[src/design/cachan_defines.svh]
`ifndef CACHAN_DEFINES_SVH
`define CACHAN_DEFINES_SVH

// Register addresses in the special-function register space.
`define CACHAN_ADDR_FLAG 8'hD9
`define CACHAN_ADDR_MODE 8'hDA
`define CACHAN_ADDR_PWMCFG 8'hF7
`define CACHAN_ADDR_CNT_LO 8'hF9
`define CACHAN_ADDR_CNT_HI 8'hFA
`define CACHAN_ADDR_CP_LO 8'hFB
`define CACHAN_ADDR_CP_HI 8'hFC

// Reset values.
`define CACHAN_RST_BYTE 8'h00
`define CACHAN_RST_WORD 16'h0000
`define CACHAN_RST_MODE 8'h00
`define CACHAN_RST_PWMCFG 8'h00

// Field positions.
`define CACHAN_FLAG_BIT 0
`define CACHAN_MODE_CMP_EN_BIT 6

// Cycle-length field codes.
`define CACHAN_CLEN_8 3'h0
`define CACHAN_CLEN_9 3'h1
`define CACHAN_CLEN_10 3'h2
`define CACHAN_CLEN_11 3'h3

// Counter masks for each cycle length.
`define CACHAN_MASK_8 16'h00FF
`define CACHAN_MASK_9 16'h01FF
`define CACHAN_MASK_10 16'h03FF
`define CACHAN_MASK_11 16'h07FF
`define CACHAN_MASK_16 16'hFFFF

`endif

[src/design/cachan_pkg.sv]
package cachan_pkg;

    // Channel mode control byte, bit 7 down to bit 0.
    typedef struct packed {
        logic wide_pulse_mode;
        logic compare_enable;
        logic rising_edge_capture_enable;
        logic falling_edge_capture_enable;
        logic equality_event_enable;
        logic flip_on_equal_enable;
        logic pwm_enable;
        logic channel_interrupt_mask;
    } cachan_mode_t;

    // Pulse configuration byte; the middle bits are not kept.
    typedef struct packed {
        logic reload_select;
        logic [3:0] unused;
        logic [2:0] cycle_length_field;
    } cachan_pwmcfg_t;

    // One register-port request per clock.
    typedef struct packed {
        logic [7:0] addr;
        logic wr;
        logic rd;
        logic [7:0] wdata;
    } cachan_sfr_req_t;

    typedef enum logic [1:0] {
        OM_IDLE = 2'b00,
        OM_TOGGLE = 2'b01,
        OM_PWM = 2'b10,
        OM_FREQ = 2'b11
    } cachan_omode_t;

endpackage : cachan_pkg

[src/design/cachan_sync.sv]
`timescale 1ns/1ps

module cachan_sync
(
    // Clock and reset
    input wire logic clk,
    input wire logic rst,
    // Level in and out
    input wire logic din,
    output logic dout
);

    logic stage1_r;
    logic stage2_r;

    always_ff @(posedge clk or posedge rst)
    begin
        if (rst)
        begin
            stage1_r <= 1'b0;
            stage2_r <= 1'b0;
        end
        else
        begin
            stage1_r <= din;
            stage2_r <= stage1_r;
        end
    end

    assign dout = stage2_r;

endmodule : cachan_sync

[src/design/cachan_match.sv]
`timescale 1ns/1ps
`include "cachan_defines.svh"

module cachan_match
(
    // Counter and channel value
    input wire logic [15:0] count,
    input wire logic [15:0] value,
    // Cycle length selection
    input wire logic wide,
    input wire logic [2:0] clen,
    // Comparison results
    output logic eq16,
    output logic eq_lo8,
    output logic below,
    output logic wrap
);

    logic [15:0] mask;

    always_comb
    begin
        if (wide)
        begin
            mask = `CACHAN_MASK_16;
        end
        else
        begin
            case (clen)
                `CACHAN_CLEN_9: mask = `CACHAN_MASK_9;
                `CACHAN_CLEN_10: mask = `CACHAN_MASK_10;
                `CACHAN_CLEN_11: mask = `CACHAN_MASK_11;
                // Reserved codes fall back to the shortest cycle.
                default: mask = `CACHAN_MASK_8;
            endcase
        end
    end

    assign eq16 = (count == value);
    assign eq_lo8 = (count[7:0] == value[7:0]);
    assign below = ((count & mask) < (value & mask));
    assign wrap = ((count & mask) == mask);

endmodule : cachan_match

[src/design/cachan_channel0.sv]
// Behaviour
// - In PWM, wide-pulse bit picks 16-bit cycle, else 8 to 11-bit by field.
// - Mode bit 6 enables comparing the counter with the channel value.
// - Mode bit 5 makes rising pin edges trigger a capture.
// - Mode bit 4 makes falling pin edges trigger a capture.
// - Mode bit 3 sets the event flag when counter equals channel value.
// - Mode bit 2 inverts the pin level when counter equals channel value.
// - Flip-on-equal plus PWM bit selects frequency output mode.
// - Mode bit 1 drives a PWM waveform whose length the wide-pulse bit picks.
// - Mode bit 0 lets the event flag raise an interrupt request.
// - Counter low byte at F9 is read/write and resets to zero.
// - Reading counter high byte at FA returns the snapshot register.
// - Reading the counter low byte loads the snapshot with the upper byte.
// - Channel low byte at FB is read/write and resets to zero.
// - Channel byte addresses may reach the auto-reload value used in 9-11 bit PWM.
// - A write to the channel low byte clears compare enable.
// - Channel high byte at FC is read/write and resets to zero.
// - A write to the channel high byte sets compare enable.
// - Reload-select 0 reaches the channel value, 1 the auto-reload value.
// - Cycle-length codes: 000 8 bits, 001 9 bits, 010 10 bits.
`timescale 1ns/1ps
`include "cachan_defines.svh"

module cachan_channel0
(
    // Clock and reset
    input wire logic clk,
    input wire logic rst,
    // Register port
    input wire cachan_pkg::cachan_sfr_req_t sfr_req,
    output logic [7:0] sfr_rdata,
    // Channel pin
    input wire logic channel0_pin_in,
    output logic channel0_pin_out,
    output logic channel0_pin_oe,
    // Interrupt request
    output logic irq
);

    ////////////////////////////////////////////////////////////////////////////
    // Declarations

    logic [15:0] cnt_r;
    logic [15:0] cnt_nxt;
    logic [7:0] snap_r;
    logic [7:0] snap_nxt;
    logic [15:0] cp_r;
    logic [15:0] cp_nxt;
    logic [15:0] reload_r;
    logic [15:0] reload_nxt;
    cachan_pkg::cachan_mode_t mode_r;
    cachan_pkg::cachan_mode_t mode_nxt;
    cachan_pkg::cachan_pwmcfg_t cfg_r;
    cachan_pkg::cachan_pwmcfg_t cfg_nxt;
    logic flag_r;
    logic flag_nxt;
    logic pin_r;
    logic pin_nxt;
    logic oe_r;
    logic oe_nxt;
    logic irq_r;
    logic irq_nxt;
    logic [7:0] rdata_r;
    logic [7:0] rdata_nxt;
    logic pin_d_r;
    logic pin_s;
    cachan_pkg::cachan_omode_t omode;
    logic eq16;
    logic eq_lo8;
    logic below;
    logic wrap;
    logic rise;
    logic fall;
    logic cap_evt;
    logic cmp_hit;
    logic wr_cp_lo;
    logic wr_cp_hi;

    ////////////////////////////////////////////////////////////////////////////
    // Pin input and comparison

    cachan_sync u_sync
    (
        .clk(clk),
        .rst(rst),
        .din(channel0_pin_in),
        .dout(pin_s)
    );

    cachan_match u_match
    (
        .count(cnt_r),
        .value(cp_r),
        .wide(mode_r.wide_pulse_mode),
        .clen(cfg_r.cycle_length_field),
        .eq16(eq16),
        .eq_lo8(eq_lo8),
        .below(below),
        .wrap(wrap)
    );

    assign rise = pin_s & ~pin_d_r;
    assign fall = ~pin_s & pin_d_r;
    assign cap_evt = (rise & mode_r.rising_edge_capture_enable)
        | (fall & mode_r.falling_edge_capture_enable);
    assign cmp_hit = mode_r.compare_enable & eq16;
    assign wr_cp_lo = sfr_req.wr & (sfr_req.addr == `CACHAN_ADDR_CP_LO);
    assign wr_cp_hi = sfr_req.wr & (sfr_req.addr == `CACHAN_ADDR_CP_HI);

    always_comb
    begin
        if (mode_r.flip_on_equal_enable && mode_r.pwm_enable)
        begin
            omode = cachan_pkg::OM_FREQ;
        end
        else if (mode_r.pwm_enable)
        begin
            omode = cachan_pkg::OM_PWM;
        end
        else if (mode_r.flip_on_equal_enable)
        begin
            omode = cachan_pkg::OM_TOGGLE;
        end
        else
        begin
            omode = cachan_pkg::OM_IDLE;
        end
    end

    ////////////////////////////////////////////////////////////////////////////
    // Counter, snapshot and configuration

    always_comb
    begin
        cnt_nxt = cnt_r + 16'h0001;
        snap_nxt = snap_r;
        cfg_nxt = cfg_r;
        // A software write to a counter byte wins over the increment.
        if (sfr_req.wr && sfr_req.addr == `CACHAN_ADDR_CNT_LO)
        begin
            cnt_nxt[7:0] = sfr_req.wdata;
        end
        if (sfr_req.wr && sfr_req.addr == `CACHAN_ADDR_CNT_HI)
        begin
            cnt_nxt[15:8] = sfr_req.wdata;
        end
        if (sfr_req.rd && sfr_req.addr == `CACHAN_ADDR_CNT_LO)
        begin
            snap_nxt = cnt_r[15:8];
        end
        if (sfr_req.wr && sfr_req.addr == `CACHAN_ADDR_PWMCFG)
        begin
            cfg_nxt.reload_select = sfr_req.wdata[7];
            cfg_nxt.unused = 4'h0;
            cfg_nxt.cycle_length_field = sfr_req.wdata[2:0];
        end
    end

    ////////////////////////////////////////////////////////////////////////////
    // Mode, channel value and auto-reload value

    always_comb
    begin
        mode_nxt = mode_r;
        cp_nxt = cp_r;
        reload_nxt = reload_r;
        if (sfr_req.wr && sfr_req.addr == `CACHAN_ADDR_MODE)
        begin
            mode_nxt = sfr_req.wdata;
        end
        if (wr_cp_lo)
        begin
            if (cfg_r.reload_select)
            begin
                reload_nxt[7:0] = sfr_req.wdata;
            end
            else
            begin
                cp_nxt[7:0] = sfr_req.wdata;
            end
            mode_nxt.compare_enable = 1'b0;
        end
        if (wr_cp_hi)
        begin
            if (cfg_r.reload_select)
            begin
                reload_nxt[15:8] = sfr_req.wdata;
            end
            else
            begin
                cp_nxt[15:8] = sfr_req.wdata;
            end
            mode_nxt.compare_enable = 1'b1;
        end
        // Frequency output advances the low byte by the high byte at each hit.
        if (omode == cachan_pkg::OM_FREQ && mode_r.compare_enable && eq_lo8)
        begin
            cp_nxt[7:0] = cp_r[7:0] + cp_r[15:8];
        end
        // Short PWM with any cycle-length code but 000 takes its new duty from the reload value at cycle end.
        if (omode == cachan_pkg::OM_PWM && !mode_r.wide_pulse_mode
            && cfg_r.cycle_length_field != `CACHAN_CLEN_8 && wrap)
        begin
            cp_nxt = reload_r;
        end
        // A capture is the last word on the channel value in its cycle.
        if (cap_evt)
        begin
            cp_nxt = cnt_r;
        end
    end

    ////////////////////////////////////////////////////////////////////////////
    // Flag, pin, interrupt and read data

    always_comb
    begin
        flag_nxt = flag_r;
        if (sfr_req.wr && sfr_req.addr == `CACHAN_ADDR_FLAG)
        begin
            flag_nxt = sfr_req.wdata[`CACHAN_FLAG_BIT];
        end
        // The hardware set comes last so it beats a clear in the same cycle.
        if (cap_evt)
        begin
            flag_nxt = 1'b1;
        end
        if (cmp_hit && mode_r.equality_event_enable)
        begin
            flag_nxt = 1'b1;
        end

        pin_nxt = pin_r;
        case (omode)
            cachan_pkg::OM_TOGGLE:
            begin
                pin_nxt = cmp_hit ? ~pin_r : pin_r;
            end
            cachan_pkg::OM_FREQ:
            begin
                pin_nxt = (mode_r.compare_enable && eq_lo8) ? ~pin_r : pin_r;
            end
            cachan_pkg::OM_PWM:
            begin
                // Low while the counter is below the duty value, high after.
                pin_nxt = mode_r.compare_enable & ~below;
            end
            default:
            begin
                pin_nxt = pin_r;
            end
        endcase
        oe_nxt = (omode != cachan_pkg::OM_IDLE);
        irq_nxt = flag_r & mode_r.channel_interrupt_mask;

        rdata_nxt = rdata_r;
        if (sfr_req.rd)
        begin
            case (sfr_req.addr)
                `CACHAN_ADDR_FLAG: rdata_nxt = {7'h00, flag_r};
                `CACHAN_ADDR_MODE: rdata_nxt = mode_r;
                `CACHAN_ADDR_PWMCFG: rdata_nxt = cfg_r;
                `CACHAN_ADDR_CNT_LO: rdata_nxt = cnt_r[7:0];
                `CACHAN_ADDR_CNT_HI: rdata_nxt = snap_r;
                `CACHAN_ADDR_CP_LO: rdata_nxt = cfg_r.reload_select ? reload_r[7:0] : cp_r[7:0];
                `CACHAN_ADDR_CP_HI: rdata_nxt = cfg_r.reload_select ? reload_r[15:8] : cp_r[15:8];
                default: rdata_nxt = 8'h00;
            endcase
        end
    end

    ////////////////////////////////////////////////////////////////////////////
    // State registers

    always_ff @(posedge clk or posedge rst)
    begin
        if (rst)
        begin
            cnt_r <= `CACHAN_RST_WORD;
            snap_r <= `CACHAN_RST_BYTE;
            cp_r <= `CACHAN_RST_WORD;
            reload_r <= `CACHAN_RST_WORD;
            mode_r <= `CACHAN_RST_MODE;
            cfg_r <= `CACHAN_RST_PWMCFG;
            flag_r <= 1'b0;
            pin_r <= 1'b0;
            oe_r <= 1'b0;
            irq_r <= 1'b0;
            rdata_r <= `CACHAN_RST_BYTE;
            pin_d_r <= 1'b0;
        end
        else
        begin
            cnt_r <= cnt_nxt;
            snap_r <= snap_nxt;
            cp_r <= cp_nxt;
            reload_r <= reload_nxt;
            mode_r <= mode_nxt;
            cfg_r <= cfg_nxt;
            flag_r <= flag_nxt;
            pin_r <= pin_nxt;
            oe_r <= oe_nxt;
            irq_r <= irq_nxt;
            rdata_r <= rdata_nxt;
            pin_d_r <= pin_s;
        end
    end

    assign sfr_rdata = rdata_r;
    assign channel0_pin_out = pin_r;
    assign channel0_pin_oe = oe_r;
    assign irq = irq_r;

endmodule : cachan_channel0

[config.mk]
export PLATFORM = sky130hd
export DESIGN_NAME = cachan_channel0
export DESIGN_NICKNAME = d
export VERILOG_FILES = /design/src/design/cachan_pkg.sv /design/src/design/cachan_sync.sv /design/src/design/cachan_match.sv /design/src/design/cachan_channel0.sv
export VERILOG_INCLUDE_DIRS = /design/src /design/src/design
export SDC_FILE = /design/constraint.sdc
export NUM_CORES = 1
export LEC_CHECK = 0
export ABC_AREA = 1
export ABC_CLOCK_PERIOD_IN_PS = 5600
export BUFFER_PORTS_ARGS = -buffer_cell sky130_fd_sc_hd__buf_2
export CORE_UTILIZATION = 67
export CTS_CLUSTER_DIAMETER = 30
export DETAILED_ROUTE_END_ITERATION = 10
export GPL_ROUTABILITY_DRIVEN = 0
export PLACE_DENSITY_LB_ADDON = 0.2
export SLEW_MARGIN = 25
export SYNTH_ARGS = -nofsm -noshare
export SYNTH_HDL_FRONTEND = slang
export SYNTH_SLANG_ARGS = --single-unit
[constraint.sdc]
create_clock -name clk -period 5.6 [get_ports clk]
set_input_delay 0.28 -clock clk [delete_from_list [all_inputs] [get_ports clk]]
set_output_delay 0.28 -clock clk [all_outputs]
set_load 0.02 [all_outputs]
==> metrics <==
Antenna diodes=0; GRT overflow=0; critical path depth=9; R2R cell count=9; # H-tree levels=3; RSZ-0062 raised after global routing=false; Wirelength per Cell=17.8 microns; TNS Setup=0 ps; max_slew headroom=43.4%; Area Overhead vs Synth=6.84%; slowest cell on the critical path=nor2_2; effective utilization at floorplan=69.8%; outcome=finished clean; cts bufs inserted=9; final non-filler cell total=895; Top delay family on crit path=simple AND/OR/NAND/NOR gates; register area share after synthesis=38.1%; largest net degree at the start of global routing=84; Die X-Extent=92.2 microns; Startpoint Class=flip-flop; IO Count=32; post-route clock period utilization=43.8%; Std-Cell Rows=32; Vias/cell=6.05; count of final setup violators=0; Final Hold Viols=0; vias in the first global route=5,266; initial antenna violation count=0; Distinct cells, synth=38; Cell Chain, Critical Path=ha_1 -> nand3_2 -> nor3_4 -> nand3_2 -> nand2_1 -> nor2_2 -> inv_1 -> nand3_1 -> o21ai_0; Worst Setup SP=cnt_r[0]; RR Startpoint=cnt_r[0]; worst-margin pin slew=846 ps; Yosys reg bits=83; Clock Tree Root=clkbuf_8; crit path max fanout=30; R2R Path End=cp_r[1]; CP Data Arrival Time=2690 ps; Nets=834; IO Port Bufs=31; Clock Tree Buf Depth=2; Total GRT Usage=40.1%; Die Span Y=92.2 microns; DRT Wirelength=15.9 mm; Peak VDD IR=0.242 mV; Final Skew=16.9 ps; fin area=5830 sq um; setup ws final=3140 ps; leakage=2.98 nW; vias=5,416; PostCTS Resize Cnt=0; Avg Cell Area, Syn=7.12 sq um; Max-Cap Viols=0; final core utilization=74.6%; dpl ws=3210 ps; DRC=0; Max Clock Freq=407 MHz; synthesized net count=812; CTS tree=built; First DRT Iteration DRCs=603; Detail Placement HPWL=12.0 mm; Placed Cells=879; antenna-violating nets left=0; PwrDens=291 nW/um^2; drt pass-1 iters=8; R2R Setup Slk=3140 ps; area post-placement=5620 sq um; Crit Path Category=flip-flop to flip-flop; WHS=19.4 ps; clock insertion delay at the later pin of the skew report=370 ps; Tmin final=2460 ps; # hold bufs at CTS=0; first-pass GRT wire length=25.8 mm; layout cell share with drive strength beyond 1=10.3%; worst stage delay on the critical path=480 ps; Worst Setup End Kind=flip-flop; Mapped Cells=766; Hold Crit Class=input port to flip-flop; Netlist Area Pre-Place=5450 sq um; CTS Sinks=83; Die ar.=8500 sq um; CP Capture Point=cp_r[1]; Final Max Slew Viols=0; core area=7810 sq um; cell mode on critical path=nand3_2; number of buffers and inverters on the critical path=1; Power Total=1.70 mW; Yosys warnings=0; total setup buffers inserted after CTS=0; CP required=5840 ps; clk slew on worst S/H paths=90 ps
==> cell usage after synthesis (all sizes together) <==
cell type	count	area, sq um
a21o	1	7.51
a21oi	26	145
a31oi	3	18.8
buf	17	111
clkbuf	4	15.0
clkinv	1	3.75
dfrtp	83	2080
fa	1	20.0
ha	24	300
inv	96	360
nand2	264	1000
nand3	48	255
nand3b	2	15.0
nand4	4	25.0
nor2	45	206
nor3	10	66.3
nor3b	1	12.5
nor4	2	12.5
o211ai	6	70.1
o21a	1	7.51
o21ai	94	470
o22ai	10	62.6
or2	5	31.3
xnor2	12	105
xor2	6	52.6
==> layout make-up <==
type,instances,area (sq um)
Clock buffer,9,124
Sequential cell,83,2080
Multi-Input combinational cell,565,2890
Tap cell,102,128
Clock inverter,7,80.1
Fill cell,604,1980
Inverter,97,365
Timing Repair Buffer,32,166
==> worst min path at each step <==
stage | startpoint | endpoint | slack, ps | depth (start not counted)
2_1_floorplan | channel0_pin_in | u_sync.stage1_r | 310 | 0
3_3_place_gp | u_sync.stage1_r | u_sync.dout | 330 | 0
3_5_place_dp | u_sync.stage1_r | u_sync.dout | 340 | 0
4_1_cts | channel0_pin_in | u_sync.stage1_r | 7 | 1
5_1_grt | channel0_pin_in | u_sync.stage1_r | 3 | 1
6_report | channel0_pin_in | u_sync.stage1_r | 20 | 1
==> registers in the layout, summed over array words and instances, names as in the netlist <==
signal	count
cfg_r	4
channel0_pin_oe	1
channel0_pin_out	1
cnt_r	16
cp_r	16
flag_r	1
irq	1
mode_r	8
pin_d_r	1
reload_r	16
sfr_rdata	8
snap_r	8
u_sync.dout	1
u_sync.stage1_r	1
==> power by group <==
group	leakage (nW)	switching [mW]	internal [mW]
Clock	0.103	0.241	0.213
Combinational	1.83	0.314	0.168
Sequential	1.05	0.0972	0.663
Total	2.98	0.653	1.04
==> layout by cell type, fill, tap and decap left out, drive strengths merged <==
| cell | netlist | final |
|---|---|---|
| a21oi | 26 | 26 |
| inv | 96 | 99 |
| buf | 17 | 32 |
| o21ai | 94 | 94 |
| o22ai | 10 | 10 |
| o21a | 1 | 1 |
| xor2 | 6 | 6 |
| a21o | 1 | 1 |
| o211ai | 6 | 6 |
| nor2 | 45 | 45 |
| clkinvlp | 0 | 1 |
| xnor2 | 12 | 12 |
| a31oi | 3 | 3 |
| nor4 | 2 | 2 |
| nand3b | 2 | 2 |
| dfrtp | 83 | 83 |
| fa | 1 | 1 |
| nand3 | 48 | 48 |
| ha | 24 | 24 |
| clkbuf | 4 | 9 |
| nand4 | 4 | 4 |
| clkinv | 1 | 3 |
| nor3b | 1 | 1 |
| bufinv | 0 | 1 |
| nand2 | 264 | 264 |
| nor3 | 10 | 10 |
| or2 | 5 | 5 |
==> per-layer routing <==
layer | up-vias | wire length, microns | GRT usage [%] | part of all wire [%]
met5 | - | 0 | 0 | 0
met4 | 0 | 926 | 24.0 | 5.8
met3 | 84 | 1780 | 11.3 | 11
met2 | 334 | 7060 | 60.6 | 44
met1 | 2490 | 6160 | 51.0 | 39
li1 | 2508 | - | - | -
==> cell families (layout without fill, tap and decap cells) <==
family | Yosys count | in the layout | share of synthesized area, %
and+or+nand+nor | 381 | 381 | 29.8
DFF | 83 | 83 | 38.1
adders and majority gates | 25 | 25 | 5.87
buffers and inverters | 118 | 145 | 8.99
xor gates and xnor gates | 18 | 18 | 2.89
AOI/OAI and AO/OA | 141 | 141 | 14.3
No activity file was read; power rests on OpenSTA's default activity.
